File: config.mk
export PLATFORM = sky130hd
export DESIGN_NAME = adog_top
export DESIGN_NICKNAME = d
export VERILOG_FILES = /design/src/logic/adog_pkg.sv /design/src/logic/adog_top.sv
export SDC_FILE = /design/constraint.sdc
export NUM_CORES = 1
export LEC_CHECK = 0
export ABC_AREA = 1
export BUFFER_PORTS_ARGS = -buffer_cell sky130_fd_sc_hd__buf_2
export CAP_MARGIN = 20
export CORE_UTILIZATION = 54
export DETAILED_ROUTE_END_ITERATION = 10
export PLACE_DENSITY = 0.8
export SYNTH_ARGS = -nofsm -noshare
export SYNTH_HDL_FRONTEND = slang
export SYNTH_SLANG_ARGS = --single-unit
File: constraint.sdc
create_clock -name ref_clk_i -period 7.1 [get_ports ref_clk_i]
set_clock_uncertainty 0.15 [all_clocks]
set_input_delay 0.71 -clock ref_clk_i [delete_from_list [all_inputs] [get_ports ref_clk_i]]
set_output_delay 0.71 -clock ref_clk_i [all_outputs]
set_load 0.01 [all_outputs]
File: src/logic/adog_pkg.sv
// package of offsets, fields and carriers for the analog die option gating bank
`default_nettype none
package adog_pkg;
    // ------------------------------------------------------------------
    // address windows on the die-to-die interface
    // ------------------------------------------------------------------
    localparam logic [9:0] ADOG_BASE_BLOCKING    = 10'h200;
    localparam logic [9:0] ADOG_BASE_NONBLOCKING = 10'h300;
    localparam logic [1:0] ADOG_WIN_BLOCKING     = 2'h2;
    localparam logic [1:0] ADOG_WIN_NONBLOCKING  = 2'h3;

    // ------------------------------------------------------------------
    // register offsets
    // ------------------------------------------------------------------
    localparam logic [7:0] ADOG_OFS_LEVEL_STATUS = 8'h08;
    localparam logic [7:0] ADOG_OFS_INPUT_CTRL   = 8'h09;
    localparam logic [7:0] ADOG_OFS_WAKE_ENABLE  = 8'h12;
    localparam logic [7:0] ADOG_OFS_WAKE_CAUSE   = 8'h14;
    localparam logic [7:0] ADOG_OFS_CURR_MON     = 8'h3c;
    localparam logic [7:0] ADOG_OFS_CONV_REQ_HI  = 8'h82;
    localparam logic [7:0] ADOG_OFS_CONV_REQ_LO  = 8'h83;
    localparam logic [7:0] ADOG_OFS_CONV_DONE_HI = 8'h84;
    localparam logic [7:0] ADOG_OFS_CONV_DONE_LO = 8'h85;
    localparam logic [7:0] ADOG_OFS_RESULT_FIRST = 8'h8c;
    localparam logic [7:0] ADOG_OFS_RESULT_LAST  = 8'h99;
    // channel n high byte sits at this base plus twice n
    localparam logic [7:0] ADOG_OFS_RESULT_BASE  = 8'h86;

    // ------------------------------------------------------------------
    // field positions and reset values
    // ------------------------------------------------------------------
    localparam int ADOG_NUM_WAKE          = 6;
    localparam int ADOG_NUM_CHAN          = 16;
    localparam int ADOG_CHAN_CURRENT      = 9;
    localparam int ADOG_CHAN_WAKE_FIRST   = 3;
    localparam int ADOG_CHAN_RESERVED     = 13;
    localparam int ADOG_CM_ENABLE_BIT     = 7;
    localparam int ADOG_CM_OFFSET_BIT     = 3;
    localparam int ADOG_CAUSE_FORCED_BIT  = 7;
    localparam int ADOG_CAUSE_BUS_BIT     = 6;
    localparam logic [7:0] ADOG_RST_BYTE  = 8'h00;

    // ------------------------------------------------------------------
    // carriers
    // ------------------------------------------------------------------
    typedef struct packed {
        logic       rd;
        logic       wr;
        logic [9:0] addr;
        logic [7:0] wdata;
    } adog_req_s;

    typedef struct packed {
        logic       enable;
        logic       offset_mode;
        logic [2:0] gain_select;
    } adog_curr_mon_s;

    typedef struct packed {
        logic [5:0] digital_select;
        logic [5:0] wake_enable;
        logic [1:0] cyclic_sense_select;
    } adog_wake_cfg_s;

    typedef struct packed {
        logic       valid;
        logic [3:0] chan;
        logic [9:0] value;
    } adog_result_s;
endpackage : adog_pkg
`default_nettype wire

File: src/logic/adog_top.sv
// register bank of the analog die with option-dependent feature gating
// ----------------------------------------------------------------------
// ----------------------------------------------------------------------
`timescale 1ns/1ps
`default_nettype none
module adog_top #(
    parameter int OPTION = 1
) (
    // clock and reset
    input  wire logic                     ref_clk_i,
    input  wire logic                     sys_rst_i,
    // die-to-die register access
    input  wire adog_pkg::adog_req_s      req_i,
    output var  logic [7:0]               rdata_o,
    output var  logic                     ack_o,
    // wake inputs and wake events
    input  wire logic [5:0]               wake_input_pins_i,
    input  wire logic [5:0]               wake_input_cause_flag_i,
    input  wire logic                     forced_wake_cause_i,
    input  wire logic                     bus_wake_cause_i,
    output var  adog_pkg::adog_wake_cfg_s wake_cfg_o,
    // converter
    input  wire logic [15:0]              conv_done_i,
    input  wire adog_pkg::adog_result_s   result_i,
    output var  logic [15:0]              conversion_request_bit_o,
    // current monitor
    output var  adog_pkg::adog_curr_mon_s curr_mon_o
);
    import adog_pkg::*;

    // ------------------------------------------------------------------
    // option masks
    // ------------------------------------------------------------------
    // any OPTION other than 1 builds the reduced die
    localparam bit         HAS_CURRENT = (OPTION == 1);
    localparam logic [5:0] WAKE_MASK   = HAS_CURRENT ? 6'h3f : 6'h0f;
    localparam logic [15:0] CHAN_MASK  = build_chan_mask();

    // channel 13 has no converter input; wake input x feeds channel 3+x
    function automatic logic [15:0] build_chan_mask();
        logic [15:0] m;
        m = 16'hffff;
        m[ADOG_CHAN_RESERVED] = 1'b0;
        if (!HAS_CURRENT) begin
            m[ADOG_CHAN_CURRENT] = 1'b0;
        end
        for (int i = 0; i < ADOG_NUM_WAKE; i++) begin
            if (!WAKE_MASK[i]) begin
                m[ADOG_CHAN_WAKE_FIRST + i] = 1'b0;
            end
        end
        return m;
    endfunction

    // ------------------------------------------------------------------
    // state
    // ------------------------------------------------------------------
    typedef struct packed {
        logic [7:0]          rdata;
        logic                ack;
        logic [5:0]          level;
        adog_wake_cfg_s      wake;
        logic [7:0]          cause;
        adog_curr_mon_s      cm;
        logic [15:0]         req;
        logic [15:0]         done;
        logic [15:0][9:0]    result;
    } adog_state_s;

    adog_state_s state_q;
    adog_state_s state_d;

    logic       hit;
    logic       rd_hit;
    logic       wr_hit;
    logic [7:0] ofs;
    logic [7:0] rsel;
    logic [3:0] rchan;
    logic [7:0] cause_clr;
    logic [15:0] done_clr;

    // ------------------------------------------------------------------
    // next state
    // ------------------------------------------------------------------
    always_comb begin
        state_d   = state_q;
        ofs       = req_i.addr[7:0];
        // both windows map onto the same registers
        hit       = (req_i.addr[9:8] == ADOG_WIN_BLOCKING)
                 || (req_i.addr[9:8] == ADOG_WIN_NONBLOCKING);
        rd_hit    = req_i.rd && hit;
        wr_hit    = req_i.wr && hit;
        // unmapped offsets in a window read zero and ignore writes
        rsel      = 8'h00;
        rchan     = 4'h0;
        cause_clr = 8'h00;
        done_clr  = 16'h0000;

        // address decode for reads
        if (ofs == ADOG_OFS_LEVEL_STATUS) begin
            rsel = {2'h0, state_q.level};
        end else if (ofs == ADOG_OFS_INPUT_CTRL) begin
            rsel = {2'h0, state_q.wake.digital_select};
        end else if (ofs == ADOG_OFS_WAKE_ENABLE) begin
            rsel = {state_q.wake.cyclic_sense_select, state_q.wake.wake_enable};
        end else if (ofs == ADOG_OFS_WAKE_CAUSE) begin
            // reading the cause register clears every cause bit
            rsel = state_q.cause;
            if (rd_hit) begin
                cause_clr = 8'hff;
            end
        end else if (ofs == ADOG_OFS_CURR_MON) begin
            rsel = {state_q.cm.enable, 3'h0, state_q.cm.offset_mode,
                    state_q.cm.gain_select};
        end else if (ofs == ADOG_OFS_CONV_REQ_HI) begin
            rsel = state_q.req[15:8];
        end else if (ofs == ADOG_OFS_CONV_REQ_LO) begin
            rsel = state_q.req[7:0];
        end else if (ofs == ADOG_OFS_CONV_DONE_HI) begin
            rsel = state_q.done[15:8];
        end else if (ofs == ADOG_OFS_CONV_DONE_LO) begin
            rsel = state_q.done[7:0];
        end else if (ofs >= ADOG_OFS_RESULT_FIRST && ofs <= ADOG_OFS_RESULT_LAST) begin
            // two bytes per channel: even offset high byte, odd offset low byte
            rchan = 4'((ofs - ADOG_OFS_RESULT_BASE) >> 1);
            if (!CHAN_MASK[rchan]) begin
                rsel = 8'h00;
            end else if (ofs[0] == 1'b0) begin
                rsel = state_q.result[rchan][9:2];
            end else begin
                rsel = {state_q.result[rchan][1:0], 6'h00};
            end
        end

        // every hit in either window is acknowledged one cycle later
        state_d.ack   = rd_hit || wr_hit;
        // read data holds until the next read
        state_d.rdata = rd_hit ? rsel : state_q.rdata;

        // writes: bits of absent functions are dropped
        if (wr_hit) begin
            if (ofs == ADOG_OFS_INPUT_CTRL) begin
                state_d.wake.digital_select = req_i.wdata[5:0] & WAKE_MASK;
            end else if (ofs == ADOG_OFS_WAKE_ENABLE) begin
                state_d.wake.cyclic_sense_select = req_i.wdata[7:6];
                state_d.wake.wake_enable = req_i.wdata[5:0] & WAKE_MASK;
            end else if (ofs == ADOG_OFS_CURR_MON) begin
                // the reduced build keeps the monitor register at its zero reset
                if (HAS_CURRENT) begin
                    state_d.cm.enable      = req_i.wdata[ADOG_CM_ENABLE_BIT];
                    state_d.cm.offset_mode = req_i.wdata[ADOG_CM_OFFSET_BIT];
                    state_d.cm.gain_select = req_i.wdata[2:0];
                end
            end else if (ofs == ADOG_OFS_CONV_REQ_HI) begin
                // a fresh request clears the stale done flag of its channel
                state_d.req[15:8] = req_i.wdata & CHAN_MASK[15:8];
                done_clr[15:8] = req_i.wdata;
            end else if (ofs == ADOG_OFS_CONV_REQ_LO) begin
                state_d.req[7:0] = req_i.wdata & CHAN_MASK[7:0];
                done_clr[7:0] = req_i.wdata;
            end
        end

        // level status: absent inputs have no digital path
        // level status lags the pins by one clock
        state_d.level = wake_input_pins_i & WAKE_MASK;

        // sticky wake causes, cleared by a read; a new event wins
        state_d.cause = (state_q.cause & ~cause_clr)
                      | {forced_wake_cause_i, bus_wake_cause_i,
                         wake_input_cause_flag_i & WAKE_MASK};

        // conversion done flags, cleared by a new request; done wins
        state_d.done = ((state_q.done & ~done_clr) | conv_done_i) & CHAN_MASK;
        for (int c = 0; c < ADOG_NUM_CHAN; c++) begin
            if (CHAN_MASK[c] && conv_done_i[c]) begin
                state_d.req[c] = 1'b0;
            end
        end

        // result capture for offered channels only
        if (result_i.valid && CHAN_MASK[result_i.chan]) begin
            state_d.result[result_i.chan] = result_i.value;
        end
    end

    // ------------------------------------------------------------------
    // registers
    // ------------------------------------------------------------------
    always_ff @(posedge ref_clk_i or posedge sys_rst_i) begin
        if (sys_rst_i) begin
            state_q <= '0;
        end else begin
            state_q <= state_d;
        end
    end

    // ------------------------------------------------------------------
    // outputs
    // ------------------------------------------------------------------
    assign rdata_o                  = state_q.rdata;
    assign ack_o                    = state_q.ack;
    assign wake_cfg_o               = state_q.wake;
    assign conversion_request_bit_o = state_q.req;
    assign curr_mon_o               = state_q.cm;

endmodule // adog_top
`default_nettype wire
== After elaboration in Yosys (flattened, before gate mapping) ==
Memory sizes are Yosys's and may differ from the RTL's.
Cells that the tools add are included.

* Memories kept: 2
* Bits in read-only memories: 32
* Register bits after elaboration: 232
* Logic and storage cells: 230

{| class="wikitable"
|+ Memories
! name !! words !! bits a word !! read ports !! clocked after Yosys merged registers in !! write ports !! line !! text
|-
| (no name shown) || 16 || 1 || 1 || 0 || 0 || adog_top.sv:182 || <nowiki>if (result_i.valid && CHAN_MASK[result_i.chan]) begin</nowiki>
|-
| (no name shown) || 16 || 1 || 1 || 0 || 0 || adog_top.sv:126 || <nowiki>if (!CHAN_MASK[rchan]) begin</nowiki>
|}

* Bitwise logic cells: 8
* Equality and inequality tests: 64
* Reduce and logical (&&, ||, !) cells: 55
* Muxes and demuxes: 53
* $lt $le $gt $ge: 5
* $add $sub $neg: 1

{| class="wikitable"
|+ Operators by type and width
! cell !! count
|-
| $mux 8 || 23
|-
| $bwmux 160 || 1
|-
| $mux 16 || 8
|-
| $ne 2x2->1 const B || 53
|-
| $reduce_bool 2->1 || 30
|-
| $reduce_and 6->1 || 8
|-
| $bmux 10 s4 || 1
|-
| $demux 10 s4 || 1
|-
| $reduce_and 5->1 || 7
|-
| $eq 8x8->1 const B || 4
|-
| $mux 10 || 2
|-
| $mux 1 || 17
|-
| $and 16x16->16 || 1
|-
| $eq 8x4->1 const B || 2
|-
| $eq 8x5->1 const B || 2
|-
| $not 16->16 || 1
|-
| $or 16x16->16 || 1
|-
| $lt 4x5->1 const B || 2
|-
| $and 8x8->8 || 1
|-
| $eq 8x6->1 const B || 1
|-
| $ge 8x8->1 const B || 1
|-
| $le 8x8->1 const B || 1
|-
| $not 8->8 || 1
|-
| $or 8x8->8 || 1
|-
| 9 further kinds || 16
|}

== Depth between registers and ports, before layout ==
Gate-level depths: netlist of the first run.

* Word-level depth: 15
* Mapped depth: 20

== Worst setup path before layout of the first run ==
OpenSTA, ideal clock, no wires.

* Kind: in2reg
* From: input req_i[9] in the netlist's numbering
* To: register state_q, in the netlist rdata_o[1]
* Cell stages on the path: 18
* Path buffers: 5
* Arrival: 2669 ps
* Setup time: 117 ps
* Slack: 4165 ps
* Required time: 6833 ps
* Path through: buf_4 -> inv_4 -> buf_2 -> buf_2 -> ha_1 -> buf_2 -> buf_1 -> nand3_1 -> nand3_1 -> nand3_1 -> nand3_1 -> nand3_1 -> nor2_1 -> nand4_1 -> nand2_1 -> nand2_1 -> nand2_1 -> nand2_1

* Cells in the longest elaborated chain, start to end: 15

{| class="wikitable"
|+ RTL lines
! item !! line !! text
|-
| from (decl) || adog_top.sv:13 || <nowiki>input wire adog_pkg::adog_req_s req_i,</nowiki>
|-
| $sub 5x3->5 || adog_top.sv:125 || <nowiki>rchan = 4'((ofs - ADOG_OFS_RESULT_BASE) >> 1);</nowiki>
|-
| $bmux 10 s4 || adog_top.sv:129 || <nowiki>rsel = state_q.result[rchan][9:2];</nowiki>
|-
| $mux 10 || - ||
|-
| $mux 8 || adog_top.sv:128 || <nowiki>end else if (ofs[0] == 1'b0) begin</nowiki>
|-
| $mux 8 || adog_top.sv:126 ||
|-
| $mux 8 || adog_top.sv:123 || <nowiki>end else if (ofs >= ADOG_OFS_RESULT_FIRST && ofs <= ADOG_OFS_RESULT_LAST) begin</nowiki>
|-
| $mux 8 || adog_top.sv:121 || <nowiki>end else if (ofs == ADOG_OFS_CONV_DONE_LO) begin</nowiki>
|-
| $mux 8 || adog_top.sv:119 || <nowiki>end else if (ofs == ADOG_OFS_CONV_DONE_HI) begin</nowiki>
|-
| $mux 8 || adog_top.sv:117 || <nowiki>end else if (ofs == ADOG_OFS_CONV_REQ_LO) begin</nowiki>
|-
| $mux 8 || adog_top.sv:115 || <nowiki>end else if (ofs == ADOG_OFS_CONV_REQ_HI) begin</nowiki>
|-
| $mux 8 || adog_top.sv:112 || <nowiki>end else if (ofs == ADOG_OFS_CURR_MON) begin</nowiki>
|-
| $mux 8 || adog_top.sv:106 || <nowiki>end else if (ofs == ADOG_OFS_WAKE_CAUSE) begin</nowiki>
|-
| $mux 8 || adog_top.sv:104 || <nowiki>end else if (ofs == ADOG_OFS_WAKE_ENABLE) begin</nowiki>
|-
| $mux 8 || adog_top.sv:102 || <nowiki>end else if (ofs == ADOG_OFS_INPUT_CTRL) begin</nowiki>
|-
| $mux 8 (*) || adog_top.sv:100 || <nowiki>if (ofs == ADOG_OFS_LEVEL_STATUS) begin</nowiki>
|-
| to (signal assigned) || adog_top.sv:194 || <nowiki>state_q <= state_d;</nowiki>
|-
| to (decl) || adog_top.sv:70 || <nowiki>adog_state_s state_q;</nowiki>
|}

Mark *: on every way between the ends. The rest lies on a longest branch, timed or not. The select of a mux whose other input is x is not followed.
A chain may end at the register's enable or synchronous reset.

== Worst setup path after layout of the first run ==
* From: input req_i[9] in the netlist's numbering
* To: register state_q, in the netlist rdata_o[6]

* Cells in the longest elaborated chain, start to end: 15

{| class="wikitable"
|+ RTL lines
! item !! line !! text
|-
| $sub 5x3->5 || adog_top.sv:125 ||
|-
| $bmux 10 s4 || adog_top.sv:129, adog_top.sv:131 ||
|-
| $mux 10 (implied by the code) || adog_top.sv:131 || <nowiki>rsel = {state_q.result[rchan][1:0], 6'h00};</nowiki>
|-
| $mux 8 || adog_top.sv:128 ||
|-
| $mux 8 || adog_top.sv:126 ||
|-
| $mux 8 || adog_top.sv:123 ||
|-
| $mux 8 || adog_top.sv:121 ||
|-
| $mux 8 || adog_top.sv:119 ||
|-
| $mux 8 || adog_top.sv:117 ||
|-
| $mux 8 || adog_top.sv:115 ||
|-
| $mux 8 || adog_top.sv:112 ||
|-
| $mux 8 || adog_top.sv:106 ||
|-
| $mux 8 || adog_top.sv:104 ||
|-
| $mux 8 || adog_top.sv:102 ||
|-
| $mux 8 (*) || adog_top.sv:100 ||
|}

Marks and branches as above.

==> results of run 1 <==
## state kept, by name, summed over array words and instances (netlist names)
name / count
wake_cfg_o: 14
state_q: 189
ack_o: 1
rdata_o: 8
conversion_request_bit_o: 15
curr_mon_o: 5
## worst reg2reg max path, cell delays in order (launching register included)
cell and delay [ns]:
dfrtp_1 0.38, a21oi_1 0.13, o21ai_0 0.09, nand3_1 0.14, nand3_1 0.13, nand3_1 0.17
nand4_1 0.09, a21oi_1 0.31, nand4_1 0.19, nand2_1 0.10, nand2_1 0.05
## cells in the mapped netlist, drive strengths merged
master / instances
nand2: 437
dfrtp: 232
o21ai: 168
nand3: 147
inv: 91
nor2: 71
buf: 69
clkbuf: 59
a21oi: 50
a21o: 13
o21bai: 10
nand4: 7
nor3: 7
or2: 3
a211oi: 2
clkinv: 2
ha: 2
nor4: 2
a22oi: 1
a31oi: 1
conb: 1
nand3b: 1
o2111ai: 1
o21a: 1
o22ai: 1
## worst min-delay path by stage
stage                                    start      endpoint  slack [ns]  cells past startpoint
final                     wake_input_pins_i[0]  state_q[219]        0.15                      1
after global routing      wake_input_pins_i[5]  state_q[224]        0.14                      1
after CTS                 wake_input_pins_i[0]  state_q[219]        0.13                      1
after detailed placement          state_q[133]  state_q[133]        0.22                      0
after global placement            state_q[136]  state_q[136]        0.21                      0
after floorplan                   state_q[137]  state_q[137]        0.28                      1
## cell usage in the layout (no fill, tap or decap), types with 6 or more instances in the layout
cell / n
nand3_1: 146
buf_2: 107
clkinv_2: 9
nand4_1: 7
o21ai_0: 168
clkbuf_16: 25
o21bai_1: 10
inv_2: 11
a21oi_1: 49
buf_4: 7
nor2_2: 6
nand2_1: 432
a21o_1: 13
inv_1: 78
nor2_1: 62
dfrtp_1: 232
## area by class of cell
| type | count | area (um2) |
|---|---|---|
| multi-input cells | 926 | 4200 |
| clock inverters | 14 | 116 |
| repair buffers | 115 | 599 |
| flip-flops and latches | 232 | 5810 |
| clock buffers | 32 | 692 |
| well taps | 265 | 332 |
| fillers | 1685 | 7680 |
| inverters | 93 | 355 |
## stage by stage
stage	setup WS [ns]	util (%)	hold slack, ns	cells	total power [W]
2_1_floorplan	3.20	-	0.279	1379	0.00194
3_3_place_gp	2.85	57.0	0.215	1630	0.00203
3_5_place_dp	2.79	57.0	0.218	1630	0.00206
4_1_cts	3.33	61.1	0.135	1676	0.00332
5_1_grt	3.00	61.2	0.136	1677	0.00347
6_report	3.27	61.2	0.146	1677	0.00331
## power by group
group          switching (W)  internal [W]
Sequential         0.0000967       0.00151
Clock               0.000536      0.000730
Combinational       0.000276      0.000162
Total               0.000909       0.00240
## cell families (layout without fill, tap and decap cells)
kind of cell | after synthesis | count (layout) | share of synthesized area [%]
fa+ha+maj | 2 | 2 | 0.226
simple gates | 675 | 675 | 25.8
flops | 232 | 232 | 52.5
compound gates | 248 | 248 | 11.9
other cells | 1 | 1 | 0.0339
buf+inv | 221 | 254 | 9.47
## metal layers
layer  vias up  GRT usage [%]  routed length (um)
met1      4509           37.3               12000
met4         0           8.78                 765
met2       317           42.7               12900
li1       4429              -                   -
met5         -              0                   0
met3        54           3.90                1750
==> impl_metrics.csv, run 1 <==
group,metric,value,unit
critical_path,cp_num_cells,18,
critical_path,arrival,4.13,ns
sta,relSlewSlack,34.5,%
die,rows,51,
drt,postRouteAntennaNets,0,
die,dieWidth,145,um
cts,cts_tree,"yes",
yosys,yosysTopAreaCellShare,52.5,%
critical_path,reg2regPathDepth,10,
finish,stdcell_area,0.0121,mm2
grt,antenna_found_initial,0,
cts,post-cts-setup-buffers,0,
drt,wire_per_inst,16.3,um
yosys,synth.distinct_cells,38,
drt,wirelength,27400,um
critical_path,crit_buf_inv,4,
sta,fin_tns_setup,0,ns
die,coreArea,0.0198,mm2
finish,final_nets,1462,
finish,synthToLayoutAreaGrowth,9.54,%
die,fp.dieArea,0.0210,mm2
critical_path,rrSetupSlack,5.05,ns
sta,period_needed,3.83,ns
sta,timing.final.setup_violations,0,
cts,cts-hold-fix-buffers,0,
sta,finalHoldViolations,0,
yosys,synthCells,1379,
pwr,p_per_area,273,mW/mm2
grt,grt_pass1_vias,8945,
finish,drive_above_1_share,13.7,%
critical_path,r2r-start,"state_q[85]",
critical_path,worstPathMaxFanout,80,
sta,worst_pin_slew,0.983,ns
sta,fin_crit_sh,53.9,%
critical_path,timing.rr.end,"rdata_o[3]",
cts,cts_resized,0,
die,pin_count,111,
place,io_buffers,107,
cts,insertion_delay,0.52,ns
yosys,yosysSeqAreaShare,52.5,%
grt,grt_pass1_wl,45600,um
critical_path,crit_path_frequent_cell,"nand2_1",
critical_path,cp-endpoint,"rdata_o[6]",
drt,drtIter0Drc,944,
pwr,leakage,6.02,nW
die,start_util,55.9,%
critical_path,crit_required,7.41,ns
critical_path,cp-start-kind,"primary input",
outcome,status,"finished, final reports clean",
place,place_hpwl,17900,um
place,place_congestion,0.907,
sta,slew_viol_final,0,
critical_path,cp_slowest_cell,"ha_1",
yosys,synth-seq-cells,232,
cts,clk_pin_slew,0.06,ns
critical_path,critPathLaunch,"req_i[9]",
cts,cts-root-buf,"clkbuf_16",
critical_path,critPathTopFamily,"buffers and inverters",
critical_path,slowest_delay,0.86,ns
drt,drt_pass1_iterations,8,
grt,grt_usage,26.6,%
grt,grt_overflow,0,
critical_path,worstSetupEndpointType,"register",
cts,clockBufferDepth,3,
sta,rsz0062_at_grt,"no",
yosys,synthTopCellsByArea,"dfrtp_1 (53%), nand2_1 (15%), o21ai_0 (7.6%), nand3_1 (6.6%), buf_4 (3.2%)",
die,die_h,145,um
flow_run,drv_cap,0,
sta,fmax,261,MHz
cts,clock-sinks,232,
drt,vias,9309,
critical_path,worstSetupPathType,"primary input to register",
cts,cts_max_level,1,
pwr,ir_drop,162,uV
yosys,syn_area_per_cell,8.01,um2
drt,drt-vias-per-instance,5.55,
hold_path,hold_class,"primary input to register",
yosys,synth_nets,1448,
critical_path,path_cells,"buf_2, inv_4, ha_1, clkinv_1, buf_4, nand3_1, nand3_1, nand3_1, nand3_1, nand2_1, nand2_1, nand2_1, nand2_1, nand2_1, nand2_1, nand2_1, nand2_1, nand2_1",
finish,num_antenna_cells,0,
yosys,yosysTopAreaCell,"dfrtp_1",
yosys,ys_warn_count,0,
grt,grt_max_degree,88,
cts,cts_inserted_buffers,25,
place,placed_area,0.0113,mm2
drt,drcViolationCount,0,
yosys,netlist_area,0.0110,mm2
No activity file was read; power rests on OpenSTA's default activity.
==> run 2, diff against run 1 <==
Clock period 7.1 ns to 3.5 ns, I/O delays scaled along.
==> run 2 against run 1 <==
Combinational power is 120% higher. Sequential cell count stayed put. Register-to-register slack worse by 3.5 ns. Setup slack worse by 2.4 ns. Largest power group unchanged. Utilization is 2.7 points higher. Routed wire length is 5.5% higher. Critical path type unchanged. Die area stayed put. First-iteration DRC count is 0.64% higher. Clock power is 110% higher.
==> impl_metrics.csv, run 2 (synthesis gave the netlist of run 1 again) <==
group,metric,value,unit
outcome,status,"finished, final reports clean",
drt,vias,9632,
place,place_hpwl,18900,um
critical_path,cp-start-kind,"primary input",
drt,drt_pass1_iterations,5,
critical_path,critPathTopFamily,"simple AND/OR/NAND/NOR gates",
pwr,leakage,6.25,nW
critical_path,crit_buf_inv,3,
sta,finalHoldViolations,0,
sta,fin_ws,0.872,ns
critical_path,worstSetupPathType,"primary input to register",
critical_path,r2r-start,"state_q[85]",
grt,grt_max_degree,77,
critical_path,slowest_delay,0.43,ns
sta,fin_tns_setup,0,ns
critical_path,worstSetupEndpointType,"register",
finish,largest_register_ffs,189,
finish,mostFrequentLayoutCells,"nand2_1 (432), dfrtp_1 (232), o21ai_0 (168), nand3_1 (146), buf_2 (107)",
die,pin_count,111,
hold_path,hold_end,"wake_cfg_o[6]",
cts,clock-sinks,232,
die,fp.dieArea,0.0210,mm2
grt,grt_overflow,0,
critical_path,rrSetupSlack,1.59,ns
critical_path,timing.rr.end,"rdata_o[3]",
drt,drtIter0Drc,950,
grt,grt_usage,27.8,%
cts,insertion_delay,0.52,ns
sta,relSlewSlack,41.0,%
hold_path,hold_class,"primary input to register",
finish,multiInputGateArea,0.00420,mm2
finish,final_nets,1507,
finish,drive_above_1_share,13.7,%
sta,period_needed,2.63,ns
hold_path,worstHoldPathCells,3,
pwr,p_per_area,546,mW/mm2
sta,timing.final.setup_violations,0,
die,start_util,55.9,%
cts,cts_max_level,1,
critical_path,crit_required,3.81,ns
cts,cts_inserted_buffers,24,
sta,fin_crit_sh,75.1,%
grt,antenna_found_initial,1,
hold_path,worstHoldStart,"req_i[4]",
flow_run,drv_cap,0,
drt,wire_per_inst,16.8,um
cts,cts-root-buf,"clkbuf_16",
cts,cts_resized,0,
drt,postRouteAntennaNets,0,
critical_path,crit_path_frequent_cell,"nand2_1",
cts,cts_tree,"yes",
sta,slew_viol_final,0,
die,die_h,145,um
finish,seq_area,0.00581,mm2
finish,nFillCells,1636,
drt,drt-vias-per-instance,5.59,
critical_path,worstPathMaxFanout,41,
finish,mostFrequentLayoutCell,"nand2_1",
critical_path,path_cells,"buf_2, buf_4, nand2_1, nand2_1, nand2_1, nand2_1, clkinv_1, nand3_1, nand3_1, nand4_1, o21ai_0, nand2_1, nand2_1, nand2_1, nand2_1, nand2_1",
die,coreArea,0.0198,mm2
place,io_buffers,107,
grt,grt_pass1_wl,47100,um
critical_path,cp_slowest_cell,"buf_4",
critical_path,reg2regPathDepth,10,
die,dieWidth,145,um
pwr,ir_drop,303,uV
sta,fmax,380,MHz
grt,grt_pass1_vias,9183,
sta,rsz0062_at_grt,"no",
drt,wirelength,28900,um
finish,top_register,"state_q",
die,rows,51,
sta,worst_pin_slew,0.886,ns
cts,clk_pin_slew,0.06,ns
finish,synthToLayoutAreaGrowth,14.3,%
drt,drcViolationCount,0,
place,pre_cts_ws,0.456,ns
critical_path,arrival,2.94,ns
place,place_congestion,0.899,
cts,clockBufferDepth,3,
-- run 2: cell type report --
type / count / share of cell area, %
flip-flops and latches: 232 / 46.0
multi-input cells: 926 / 33.3
clock inverters: 5 / 0.594
well taps: 265 / 2.62
clock buffers: 39 / 6.16
diodes: 1 / 0.0198
inverters: 93 / 2.81
repair buffers: 161 / 8.58
-- run 2: layer usage --
layer  wire length [um]  up-vias  track usage [%]
met2              13600      412             44.6
li1                   -     4526                -
met4               1100        0             10.6
met5                  0        -                0
met3               2070       90             4.75
met1              12100     4604             37.8
-- run 2: stage by stage --
stage / std cells / area [um2] / hold WS (ns) / total power, W / utilization, %
after floorplan: 1379 / 11100 / 0.231 / 0.00393 / -
after global routing: 1722 / 12600 / 0.0448 / 0.00723 / 63.9
final: 1722 / 12600 / 0.0218 / 0.00689 / 63.9
after global placement: 1640 / 11400 / 0.215 / 0.00414 / 57.7
after CTS: 1721 / 12600 / 0.0173 / 0.00692 / 63.9
after detailed placement: 1640 / 11400 / 0.217 / 0.00420 / 57.7
-- run 2: report_power, final --
part	internal [W]	switching [W]	leakage, nW
Combinational	0.000368	0.000577	2.94
Sequential	0.00306	0.000205	2.89
Clock	0.00166	0.00102	0.425
-- run 2: how the worst max path moves through the flow --
stage                          from  slack [ns]  depth (start not counted)          to
after CTS                  req_i[9]        0.98                         16  rdata_o[2]
after global routing       req_i[9]        0.71                         18  rdata_o[6]
after detailed placement   req_i[9]        0.46                         16  rdata_o[7]
after floorplan           sys_rst_i       -0.04                          1       ack_o
final                      req_i[9]        0.87                         16  rdata_o[2]
after global placement     req_i[9]        0.50                         18  rdata_o[6]
-- run 2: timing repair --
| item | CTS | global route |
|---|---|---|
| hold buffers | 37 | 0 |
| hold endpoints to repair | 69 | 0 |
| setup buffers | 0 | 0 |
-- run 2: worst register-to-register path, delay by kind of cell (launching register included) --
family / cells / cell delay [ns]
and+or+nand+nor: 7 / 0.82
AOI/OAI and AO/OA: 3 / 0.47
DFF: 1 / 0.38
